$ cat src/verilog/uart_rx_pkg.sv
/*
  Constants, register map and shared types of the serial receiver block.
  Assumes a byte-wide register port and one 250 MHz clock.
*/
`default_nettype none
package uart_rx_pkg;
  localparam int ADDR_W = 3;
  localparam int DATA_W = 8;

  // -------------------------------------------------------------------------
  // Register offsets
  // -------------------------------------------------------------------------
  localparam logic [ADDR_W-1:0] ADDR_DATA = 3'h0;
  localparam logic [ADDR_W-1:0] ADDR_STATUS_A = 3'h1;
  localparam logic [ADDR_W-1:0] ADDR_CONTROL_B = 3'h2;
  localparam logic [ADDR_W-1:0] ADDR_CONTROL_C = 3'h3;
  localparam logic [ADDR_W-1:0] ADDR_BAUD = 3'h4;

  // -------------------------------------------------------------------------
  // Field positions
  // -------------------------------------------------------------------------
  localparam int SA_RX_COMPLETE = 7;
  localparam int SA_FRAME_ERR = 4;
  localparam int SA_OVERRUN = 3;
  localparam int SA_PARITY_ERR = 2;
  localparam int SA_DOUBLE_SPEED = 1;
  localparam int CB_RX_IRQ_EN = 7;
  localparam int CB_RX_EN = 4;
  localparam int CB_TX_EN = 3;
  localparam int CB_SIZE_HI = 2;
  localparam int CB_RX_NINTH = 1;
  localparam int CB_TX_NINTH = 0;
  localparam int CC_SYNC_MODE = 6;
  localparam int CC_PARITY_EN = 5;
  localparam int CC_PARITY_ODD = 4;
  localparam int CC_STOP_SEL = 3;
  localparam int CC_SIZE_LO = 1;

  // -------------------------------------------------------------------------
  // Frame format and sampling
  // -------------------------------------------------------------------------
  localparam logic [2:0] SIZE_RESET = 3'h3;
  localparam logic [2:0] SIZE_NINE = 3'h7;
  localparam logic [3:0] SIZE_BASE = 4'h5;
  localparam logic [3:0] NINE_BITS = 4'h9;
  localparam logic [4:0] OVS_NORMAL = 5'h10;
  localparam logic [4:0] OVS_DOUBLE = 5'h08;
  localparam logic [4:0] VOTE_LAST_NORMAL = 5'h0a;
  localparam logic [4:0] VOTE_LAST_DOUBLE = 5'h06;
  localparam logic [4:0] SAMPLE_FIRST = 5'h01;
  localparam logic [7:0] BAUD_RESET = 8'h00;

  typedef enum logic [2:0] {
    RX_IDLE = 3'b000,
    RX_START = 3'b001,
    RX_DATA = 3'b011,
    RX_PARITY = 3'b010,
    RX_STOP = 3'b110
  } rx_state_t;

  typedef struct packed {
    logic [8:0] data;
    logic frame_err;
    logic overrun;
    logic parity_err;
  } rx_frame_t;
endpackage
`default_nettype wire

$ cat src/verilog/bit_sync.sv
/*
  Two-stage synchroniser for a group of asynchronous pin levels.
  Assumes the inputs are slow levels relative to CLK.
*/
`default_nettype none
module bit_sync #(
  parameter int WIDTH = 2
) (
  input wire logic CLK,
  input wire logic SYS_RST,
  input wire logic [WIDTH-1:0] D,
  output logic [WIDTH-1:0] Q
);
  logic [WIDTH-1:0] meta_reg;

  // The first stage feeds the second stage only.
  always_ff @(posedge CLK) begin
    if (SYS_RST) begin
      meta_reg <= '1;
      Q <= '1;
    end else begin
      meta_reg <= D;
      Q <= meta_reg;
    end
  end
endmodule
`default_nettype wire

$ cat src/verilog/uart_rx_core.sv
/*
  Serial receiver with two-entry receive buffer, its register port, and the
  transmit-disable pin handover. Assumes the transmit data path sits outside
  and reports its shifter and buffer occupancy on the same clock.
*/
`default_nettype none
module uart_rx_core import uart_rx_pkg::*; #(
  parameter int BAUD_W = 8
) (
  input wire logic CLK,
  input wire logic SYS_RST,
  input wire logic [ADDR_W-1:0] ADDR,
  input wire logic [DATA_W-1:0] WDATA,
  input wire logic WR_STB,
  input wire logic RD_STB,
  output logic [DATA_W-1:0] RDATA,
  input wire logic SERIAL_IN_PIN,
  input wire logic SYNC_TRANSFER_CLOCK_PIN,
  input wire logic TX_SHIFT_BUSY,
  input wire logic TX_BUF_PENDING,
  output logic RX_PIN_OVERRIDE,
  output logic TX_PIN_OVERRIDE,
  output logic TX_NINTH_BIT,
  output logic RX_COMPLETE_IRQ
);
  // ---------------------------------------------------------------------------
  // Control registers
  // ---------------------------------------------------------------------------
  logic rx_enable_bit_reg, tx_enable_bit_reg, rx_complete_irq_enable_reg;
  logic double_speed_bit_reg, sync_mode_reg, parity_enable_bit_reg;
  logic parity_odd_even_select_reg, stop_bit_count_select_reg, tx_ninth_bit_reg;
  logic [2:0] char_size_field_reg;
  logic [BAUD_W-1:0] baud_reg;
  logic wr_status, wr_ctrl_b, wr_ctrl_c, rd_data;

  assign wr_status = WR_STB && (ADDR == ADDR_STATUS_A);
  assign wr_ctrl_b = WR_STB && (ADDR == ADDR_CONTROL_B);
  assign wr_ctrl_c = WR_STB && (ADDR == ADDR_CONTROL_C);
  // Only the data location pops; status and control reads are side-effect free.
  assign rd_data = RD_STB && (ADDR == ADDR_DATA);

  always_ff @(posedge CLK) begin
    if (SYS_RST) begin
      rx_enable_bit_reg <= 1'b0;
      tx_enable_bit_reg <= 1'b0;
      rx_complete_irq_enable_reg <= 1'b0;
      tx_ninth_bit_reg <= 1'b0;
      double_speed_bit_reg <= 1'b0;
      sync_mode_reg <= 1'b0;
      parity_enable_bit_reg <= 1'b0;
      parity_odd_even_select_reg <= 1'b0;
      stop_bit_count_select_reg <= 1'b0;
      char_size_field_reg <= SIZE_RESET;
      baud_reg <= BAUD_W'(BAUD_RESET);
    end else begin
      if (wr_status) begin
        // Error flag positions are not writable.
        double_speed_bit_reg <= WDATA[SA_DOUBLE_SPEED];
      end
      if (wr_ctrl_b) begin
        rx_complete_irq_enable_reg <= WDATA[CB_RX_IRQ_EN];
        rx_enable_bit_reg <= WDATA[CB_RX_EN];
        tx_enable_bit_reg <= WDATA[CB_TX_EN];
        char_size_field_reg[2] <= WDATA[CB_SIZE_HI];
        tx_ninth_bit_reg <= WDATA[CB_TX_NINTH];
      end
      if (wr_ctrl_c) begin
        sync_mode_reg <= WDATA[CC_SYNC_MODE];
        parity_enable_bit_reg <= WDATA[CC_PARITY_EN];
        parity_odd_even_select_reg <= WDATA[CC_PARITY_ODD];
        stop_bit_count_select_reg <= WDATA[CC_STOP_SEL];
        char_size_field_reg[1:0] <= WDATA[CC_SIZE_LO+1:CC_SIZE_LO];
      end
      if (WR_STB && (ADDR == ADDR_BAUD)) begin
        baud_reg <= WDATA[BAUD_W-1:0];
      end
    end
  end

  assign TX_NINTH_BIT = tx_ninth_bit_reg;
  // The receive pin belongs to the receiver exactly while it is enabled.
  assign RX_PIN_OVERRIDE = rx_enable_bit_reg;

  // ---------------------------------------------------------------------------
  // Transmitter shutdown
  // ---------------------------------------------------------------------------
  logic tx_active_reg;

  always_ff @(posedge CLK) begin
    if (SYS_RST) begin
      tx_active_reg <= 1'b0;
    end else if (tx_enable_bit_reg) begin
      tx_active_reg <= 1'b1;
    end else if (!TX_SHIFT_BUSY && !TX_BUF_PENDING) begin
      tx_active_reg <= 1'b0;
    end
  end

  // The outside transmitter keeps running while this stays high.
  assign TX_PIN_OVERRIDE = tx_active_reg;

  // ---------------------------------------------------------------------------
  // Pin synchronisation and sample timing
  // ---------------------------------------------------------------------------
  logic [1:0] pins_sync;
  logic rx_in, xck_in, xck_prev_reg, xck_rise, ovs_tick, tick;
  logic [BAUD_W-1:0] baud_cnt_reg;

  bit_sync #(.WIDTH(2)) u_sync (
    .CLK(CLK),
    .SYS_RST(SYS_RST),
    .D({SYNC_TRANSFER_CLOCK_PIN, SERIAL_IN_PIN}),
    .Q(pins_sync)
  );
  assign rx_in = pins_sync[0];
  assign xck_in = pins_sync[1];

  always_ff @(posedge CLK) begin
    if (SYS_RST) begin
      // Matches the synchroniser's reset level, so no false edge follows reset.
      xck_prev_reg <= 1'b1;
    end else begin
      xck_prev_reg <= xck_in;
    end
  end
  assign xck_rise = xck_in && !xck_prev_reg;

  always_ff @(posedge CLK) begin
    if (SYS_RST || !rx_enable_bit_reg || baud_cnt_reg == '0) begin
      baud_cnt_reg <= baud_reg;
    end else begin
      baud_cnt_reg <= baud_cnt_reg - 1'b1;
    end
  end
  assign ovs_tick = rx_enable_bit_reg && (baud_cnt_reg == '0);
  // Synchronous mode takes one sample per rising transfer clock edge.
  assign tick = sync_mode_reg ? (xck_rise && rx_enable_bit_reg) : ovs_tick;

  // ---------------------------------------------------------------------------
  // Frame recovery
  // ---------------------------------------------------------------------------
  rx_state_t state_reg;
  logic [4:0] cnt_reg, cur_sample, ovs, vote_last;
  logic [1:0] vote_reg;
  logic [3:0] nbits, bit_idx_reg;
  logic [8:0] shift_reg;
  logic par_acc_reg, par_err_reg, majority, bit_val, at_decide, at_end;
  logic start_det, frame_done;

  assign ovs = double_speed_bit_reg ? OVS_DOUBLE : OVS_NORMAL;
  assign vote_last = double_speed_bit_reg ? VOTE_LAST_DOUBLE : VOTE_LAST_NORMAL;
  assign nbits = (char_size_field_reg == SIZE_NINE) ? NINE_BITS
               : SIZE_BASE + {2'b00, char_size_field_reg[1:0]};
  assign cur_sample = (cnt_reg == ovs) ? SAMPLE_FIRST : cnt_reg + 1'b1;
  // Two of three centre samples decide the bit level.
  assign majority = (vote_reg[1] & vote_reg[0]) | (vote_reg[1] & rx_in)
                  | (vote_reg[0] & rx_in);
  assign bit_val = sync_mode_reg ? rx_in : majority;
  assign at_decide = tick && (sync_mode_reg || cur_sample == vote_last);
  assign at_end = tick && (sync_mode_reg || cur_sample == ovs);
  // Async start needs a high-to-low step between two samples.
  assign start_det = (state_reg == RX_IDLE) && tick && !rx_in
                   && (sync_mode_reg || vote_reg[0]);
  assign frame_done = (state_reg == RX_STOP) && at_decide;

  always_ff @(posedge CLK) begin
    if (SYS_RST || !rx_enable_bit_reg) begin
      vote_reg <= 2'b11;
    end else if (tick) begin
      vote_reg <= {vote_reg[0], rx_in};
    end
  end

  always_ff @(posedge CLK) begin
    if (SYS_RST || !rx_enable_bit_reg) begin
      state_reg <= RX_IDLE;
      cnt_reg <= SAMPLE_FIRST;
      bit_idx_reg <= '0;
    end else begin
      if (tick && state_reg != RX_IDLE) begin
        cnt_reg <= cur_sample;
      end
      case (state_reg)
        RX_IDLE: begin
          if (start_det) begin
            cnt_reg <= SAMPLE_FIRST;
            bit_idx_reg <= '0;
            state_reg <= sync_mode_reg ? RX_DATA : RX_START;
          end
        end
        RX_START: begin
          if (at_decide && majority) begin
            state_reg <= RX_IDLE;
          end else if (at_end) begin
            state_reg <= RX_DATA;
          end
        end
        RX_DATA: begin
          if (at_end) begin
            if (bit_idx_reg == nbits - 1'b1) begin
              state_reg <= parity_enable_bit_reg ? RX_PARITY : RX_STOP;
            end else begin
              bit_idx_reg <= bit_idx_reg + 1'b1;
            end
          end
        end
        RX_PARITY: begin
          if (at_end) begin
            state_reg <= RX_STOP;
          end
        end
        RX_STOP: begin
          // Ends at the first stop bit's vote so further stops are idle time.
          if (at_decide) begin
            state_reg <= RX_IDLE;
          end
        end
        default: begin
          state_reg <= RX_IDLE;
        end
      endcase
    end
  end

  always_ff @(posedge CLK) begin
    if (SYS_RST || start_det) begin
      shift_reg <= '0;
      par_acc_reg <= 1'b0;
      par_err_reg <= 1'b0;
    end else if (at_decide && state_reg == RX_DATA) begin
      shift_reg[bit_idx_reg] <= bit_val;
      par_acc_reg <= par_acc_reg ^ bit_val;
    end else if (at_decide && state_reg == RX_PARITY) begin
      // Even parity expects zero over data and parity, odd expects one.
      par_err_reg <= parity_enable_bit_reg
                   && ((par_acc_reg ^ bit_val) != parity_odd_even_select_reg);
    end
  end

  // ---------------------------------------------------------------------------
  // Waiting frame, overrun and receive buffer
  // ---------------------------------------------------------------------------
  localparam int DEPTH = 2;
  rx_frame_t pend_reg, head;
  rx_frame_t fifo_reg [DEPTH];
  logic pend_valid_reg, ovr_reg, wr_ptr_reg, rd_ptr_reg, full, push, pop;
  logic [1:0] count_reg;

  assign full = (count_reg == 2'(DEPTH));
  assign push = pend_valid_reg && !full;
  assign pop = rd_data && (count_reg != '0);
  assign head = fifo_reg[rd_ptr_reg];

  always_ff @(posedge CLK) begin
    if (SYS_RST || !rx_enable_bit_reg) begin
      pend_valid_reg <= 1'b0;
      pend_reg <= '0;
    end else if (frame_done) begin
      pend_valid_reg <= 1'b1;
      pend_reg.data <= shift_reg;
      pend_reg.frame_err <= !bit_val;
      pend_reg.overrun <= 1'b0;
      pend_reg.parity_err <= par_err_reg && parity_enable_bit_reg;
    end else if (push || (start_det && full)) begin
      // A new start with a full buffer drops the waiting frame.
      pend_valid_reg <= 1'b0;
    end
  end

  always_ff @(posedge CLK) begin
    if (SYS_RST || !rx_enable_bit_reg) begin
      ovr_reg <= 1'b0;
    end else if (start_det && full && pend_valid_reg) begin
      ovr_reg <= 1'b1;
    end else if (push) begin
      ovr_reg <= 1'b0;
    end
  end

  always_ff @(posedge CLK) begin
    if (SYS_RST || !rx_enable_bit_reg) begin
      count_reg <= '0;
      wr_ptr_reg <= 1'b0;
      rd_ptr_reg <= 1'b0;
    end else begin
      if (push) begin
        fifo_reg[wr_ptr_reg] <= '{data: pend_reg.data, frame_err: pend_reg.frame_err,
                                  overrun: ovr_reg, parity_err: pend_reg.parity_err};
        wr_ptr_reg <= !wr_ptr_reg;
      end
      if (pop) begin
        rd_ptr_reg <= !rd_ptr_reg;
      end
      count_reg <= count_reg + {1'b0, push} - {1'b0, pop};
    end
  end

  // Error flags stay out of the request on purpose.
  assign RX_COMPLETE_IRQ = rx_complete_irq_enable_reg && (count_reg != '0);

  // ---------------------------------------------------------------------------
  // Register read port
  // ---------------------------------------------------------------------------
  logic [DATA_W-1:0] rdata_next, status_a, control_b, control_c;
  logic [8:0] data_mask;
  logic rx_complete_flag;

  assign rx_complete_flag = (count_reg != '0);
  assign data_mask = 9'((10'h001 << nbits) - 10'h001);

  always_comb begin
    status_a = '0;
    status_a[SA_RX_COMPLETE] = rx_complete_flag;
    status_a[SA_FRAME_ERR] = rx_complete_flag && head.frame_err;
    status_a[SA_OVERRUN] = rx_complete_flag && head.overrun;
    status_a[SA_PARITY_ERR] = rx_complete_flag && head.parity_err;
    status_a[SA_DOUBLE_SPEED] = double_speed_bit_reg;
    control_b = '0;
    control_b[CB_RX_IRQ_EN] = rx_complete_irq_enable_reg;
    control_b[CB_RX_EN] = rx_enable_bit_reg;
    control_b[CB_TX_EN] = tx_enable_bit_reg;
    control_b[CB_SIZE_HI] = char_size_field_reg[2];
    control_b[CB_RX_NINTH] = rx_complete_flag && head.data[8];
    control_b[CB_TX_NINTH] = tx_ninth_bit_reg;
    control_c = '0;
    control_c[CC_SYNC_MODE] = sync_mode_reg;
    control_c[CC_PARITY_EN] = parity_enable_bit_reg;
    control_c[CC_PARITY_ODD] = parity_odd_even_select_reg;
    control_c[CC_STOP_SEL] = stop_bit_count_select_reg;
    control_c[CC_SIZE_LO+1:CC_SIZE_LO] = char_size_field_reg[1:0];
    if (ADDR == ADDR_DATA) begin
      rdata_next = rx_complete_flag ? (head.data[7:0] & data_mask[7:0]) : '0;
    end else if (ADDR == ADDR_STATUS_A) begin
      rdata_next = status_a;
    end else if (ADDR == ADDR_CONTROL_B) begin
      rdata_next = control_b;
    end else if (ADDR == ADDR_CONTROL_C) begin
      rdata_next = control_c;
    end else if (ADDR == ADDR_BAUD) begin
      rdata_next = DATA_W'(baud_reg);
    end else begin
      rdata_next = '0;
    end
  end

  always_ff @(posedge CLK) begin
    if (SYS_RST) begin
      RDATA <= '0;
    end else if (RD_STB) begin
      RDATA <= rdata_next;
    end else begin
      RDATA <= '0;
    end
  end

  // ---------------------------------------------------------------------------
  // Assertions
  // ---------------------------------------------------------------------------
  tx_drain_a: assert property (@(posedge CLK) disable iff (SYS_RST)
    tx_active_reg && (TX_SHIFT_BUSY || TX_BUF_PENDING) |=> TX_PIN_OVERRIDE)
    else $error("transmitter stopped with data pending");
  tx_release_a: assert property (@(posedge CLK) disable iff (SYS_RST)
    !tx_enable_bit_reg && !TX_SHIFT_BUSY && !TX_BUF_PENDING |=> !TX_PIN_OVERRIDE)
    else $error("transmit pin not released");
  rx_pin_a: assert property (@(posedge CLK) disable iff (SYS_RST)
    wr_ctrl_b |=> RX_PIN_OVERRIDE == $past(WDATA[CB_RX_EN]))
    else $error("receive pin ownership wrong");
  rx_flush_a: assert property (@(posedge CLK) disable iff (SYS_RST)
    wr_ctrl_b && !WDATA[CB_RX_EN] |=> ##1 !rx_complete_flag && state_reg == RX_IDLE)
    else $error("buffer not flushed on disable");
  fifo_pop_a: assert property (@(posedge CLK) disable iff (SYS_RST)
    pop && !push |=> count_reg == $past(count_reg) - 2'h1)
    else $error("data read did not advance buffer");
  status_read_a: assert property (@(posedge CLK) disable iff (SYS_RST)
    RD_STB && ADDR != ADDR_DATA && !push && rx_enable_bit_reg |=> $stable(count_reg))
    else $error("non-data read changed buffer");
  irq_level_a: assert property (@(posedge CLK) disable iff (SYS_RST)
    RX_COMPLETE_IRQ && !pop |=> RX_COMPLETE_IRQ || !rx_complete_irq_enable_reg
      || !rx_enable_bit_reg)
    else $error("receive request dropped without read");
  status_write_a: assert property (@(posedge CLK) disable iff (SYS_RST)
    wr_status && !pop && count_reg != '0 && rx_enable_bit_reg |=> $stable(head))
    else $error("status write altered flags");
  overrun_a: assert property (@(posedge CLK) disable iff (SYS_RST)
    start_det && full && pend_valid_reg && rx_enable_bit_reg |=> ovr_reg)
    else $error("overrun not flagged");
  mask_a: assert property (@(posedge CLK) disable iff (SYS_RST)
    rd_data && nbits < 4'h8 |=> RDATA[7] == 1'b0)
    else $error("upper data bits not masked");
  parity_off_a: assert property (@(posedge CLK) disable iff (SYS_RST)
    frame_done && !parity_enable_bit_reg |=> !pend_reg.parity_err)
    else $error("parity error with checking off");
endmodule
`default_nettype wire

$ cat config.mk
export PLATFORM = sky130hd
export DESIGN_NAME = uart_rx_core
export DESIGN_NICKNAME = d
export VERILOG_FILES = /design/src/verilog/uart_rx_pkg.sv /design/src/verilog/bit_sync.sv /design/src/verilog/uart_rx_core.sv
export SDC_FILE = /design/constraint.sdc
export NUM_CORES = 1
export LEC_CHECK = 0
export BUFFER_PORTS_ARGS = -buffer_cell sky130_fd_sc_hd__clkbuf_2
export CAP_MARGIN = 20
export CORE_MARGIN = 2
export CORE_UTILIZATION = 26
export DETAILED_ROUTE_END_ITERATION = 10
export HOLD_SLACK_MARGIN = 0.15
export PLACE_DENSITY = 0.52
export SETUP_SLACK_MARGIN = 0.3
export SLEW_MARGIN = 30
export SYNTH_ARGS = -nofsm -noshare
export SYNTH_HDL_FRONTEND = slang
export SYNTH_HIERARCHICAL = 1
export SYNTH_SLANG_ARGS = --single-unit
$ cat constraint.sdc
create_clock -name CLK -period 2.15 [get_ports CLK]
set_input_delay 0.215 -clock CLK [delete_from_list [all_inputs] [get_ports CLK]]
set_output_delay 0.215 -clock CLK [all_outputs]
set_load 0.02 [all_outputs]
==> out/results.ini <==
[run_status]
status=finished with violations
failed_checks=negative setup slack

[timing]
rsz0062_at_grt=true
finalSetupViolCount=1
fin_crit_ns=2.15
timing.fmax_ghz=0.465
period_share_pct=100
clock_skew_ns=0.00919
worst_slack_ns=-0.00120
finalHoldViolations=0
tightest_slew_ns=0.553
slew_headroom_pct=63.2
slew_violations=0

[worst_setup_path]
arrival_ns=2.39
start_kind=flop
worst_ep_required_time_ns=2.39
reg2reg_from=cnt_reg[0]$_SDFF_PP1_
critPathKind=reg -> reg
crit_family=compound AO/OA/AOI/OAI gates
r2r_slack_ns=-0.001
critPathMaxFanout=6
crit_top_cell=and3b_1
cp-end-kind=flop
r2r_end=state_reg[0]$_SDFFE_PP0P_
worstRegToRegCells=9
slowest_delay_ns=0.37
path_buf_inv=1
startpoint=cnt_reg[0]$_SDFF_PP1_
worstSetupEndpoint=state_reg[0]$_SDFFE_PP0P_
crit_path_cell_trace=ha_4 -> and3b_1 -> nand3_1 -> and3b_1 -> o21ai_2 -> buf_4 -> nand2_2 -> o311a_1 -> mux2_2
slowest_stage=dfxtp_4
cp.depth=9

[logic_synthesis]
synthTopCellsByCount=dfxtp_1, nand2_1, nor2_1
yosysTopAreaCellShare_pct=33.2
ys_seq_area_share_pct=47.3
yosys_warnings=6
synth_top_area_cell=dfxtp_1
synth-edff-count=24
yosysMostFrequentCell=dfxtp_1
yosys-top-cells-area=dfxtp_1, edfxtp_1, nand2_1
ys_ff_latch=109
netlist_area_um2=5120
avgSynthCellArea_um2=9.28
synth_ff_type=dfxtp_1
ys_types=68
synthCells=552
synthArstFlopShare_pct=0

[job]
drv_cap=0

[clock_network]
root_buffer=clkbuf_16
cts_tree=done
cts_htree_levels=3
clk_latency_ns=0.35
clock-sinks=109
clk_path_buf_depth=2
numCtsBuffers=9
clkTransAtPathRegs_ns=0.08

[die]
boundaryPins=31
die_y_um=144
initial_utilization_pct=26.4
core-area_um2=19400
placementRows=51
dieArea_um2=20800
die-width_um=144

[cells_and_area]
area_growth_pct=36.3
nets=687
drive_gt1_share_pct=31.3
fill_cells=1938
largest_reg_flops=24
seqCellArea_um2=2450
finalInstanceArea_um2=6980
multi_input_area_um2=2900
diodes=0
final_core_util_pct=36.0

[routing]
via_per_inst=4.60
vias=4238
routed_wl_um=12700
post_drt_wl_per_cell_um=13.8
first_pass_iters=5
ant_nets=0
drt_iter0_drc=252
drc_errors=0

[placement]
gp_congestion=0.772
io_buffers=30
placed_area_um2=5980
dp_hpwl_um=8980

[power]
pwr_density_cell_nw_per_um2=563
power_leakage_uw=0.00257
irDropWorstVdd_v=0.000352

[grt]
gr-total-overflow=0
antenna_found_initial=0
grt_pass1_vias=4136
grt_pass1_wl_um=20700
grt_usage_pct=12.5
grt_max_degree=25

[min_path]
hold_path_class=in -> reg

[placed cells by master, fill, tap and decap left out, types with 5 or more instances in the layout]
cell	instances
o21ai_0	13
o21ai_1	7
clkbuf_2	30
mux2i_1	22
nor3_1	6
clkbuf_16	9
o211ai_1	6
ha_1	10
o21ai_2	10
dlygate4sd3_1	12
nand2_1	75
dfxtp_2	5
xnor2_1	13
nor2_1	38
mux2_2	6
ha_4	7
or2_1	5
o31ai_1	5
a21oi_1	28
dfxtp_1	74
dfxtp_4	6
buf_6	15
nand3b_1	8
nor2b_1	5
buf_4	56
nand2b_1	5
nand3_1	23
and3b_1	5
xor2_1	5
inv_1	15
edfxtp_1	24
[metal layers]
metal  vias up  share of wire (%)  global-route usage, %
met1      2027                 47                   16.4
met4         0                1.5                   3.42
met2        62                 48                   20.5
met5         -                  0                      0
li1       2134                  -                      -
met3        15                3.8                   3.21
[how the worst min path moves through the flow]
stage | start | to | slack (ns) | depth (start not counted)
floorplan | SYS_RST | u_sync/Q[0]$_SDFF_PP1_ | 0.31 | 1
global route | TX_BUF_PENDING | TX_PIN_OVERRIDE$_SDFFE_PP0P_ | 0.19 | 3
global placement | u_sync/meta_reg[1]$_SDFF_PP1_ | u_sync/Q[1]$_SDFF_PP1_ | 0.39 | 1
finish | TX_BUF_PENDING | TX_PIN_OVERRIDE$_SDFFE_PP0P_ | 0.18 | 3
detailed placement | u_sync/meta_reg[1]$_SDFF_PP1_ | u_sync/Q[1]$_SDFF_PP1_ | 0.39 | 1
CTS | TX_BUF_PENDING | TX_PIN_OVERRIDE$_SDFFE_PP0P_ | 0.16 | 3
[worst register-to-register path, cell delays in order (launching register included)]
cell	delay, ns
dfxtp_4	0.37
ha_4	0.18
and3b_1	0.21
nand3_1	0.06
and3b_1	0.21
o21ai_2	0.21
buf_4	0.15
nand2_2	0.06
o311a_1	0.34
mux2_2	0.26
[report_power, final]
part	leakage [uW]	switching [uW]	internal, uW
Sequential	0.000971	17.9	2090
Combinational	0.00147	132	125
Clock	0.000128	763	802
Total	0.00257	913	3020
[through the flow]
stage	setup slack, ns	cells	TNS (ns)	hold WS, ns	power (uW)
2_1_floorplan	0.0725	553	0	0.312	2290
3_3_place_gp	-0.0231	871	-0.0479	0.389	2360
3_5_place_dp	-0.0928	871	-0.488	0.393	2370
4_1_cts	0.00475	912	0	0.164	3980
5_1_grt	-0.125	921	-1.42	0.187	4100
6_report	-0.00120	921	-0.00120	0.175	3930
[logic make-up (layout without fill, tap and decap cells)]
logic type	after synthesis	in the layout	share of synthesized area, %
simple gates	217	217	21.5
flops	109	109	47.3
compound gates	108	108	13.3
buf+inv	50	153	4.30
mux	28	28	5.62
xor+xnor	22	22	3.76
fa+ha+maj	17	17	4.15
other cells	1	2	0.0732
[what timing repair did]
action,4_1_cts,5_1_grt
setup buffers,11,9
gates cloned,2,0
setup endpoints to repair,38,39
endpoints found under the hold margin,20,0
hold buffers,12,0
resized for setup,54,39
pin swaps,31,15
[area by class of cell]
type / count / area share, %
Multi-Input combinational cell: 394 / 41.5
Timing Repair Buffer: 117 / 13.6
Clock inverter: 5 / 0.627
Inverter: 20 / 1.11
Sequential cell: 109 / 35.1
Clock buffer: 11 / 3.33
Tap cell: 265 / 4.75
No activity file was read; power rests on OpenSTA's default activity.
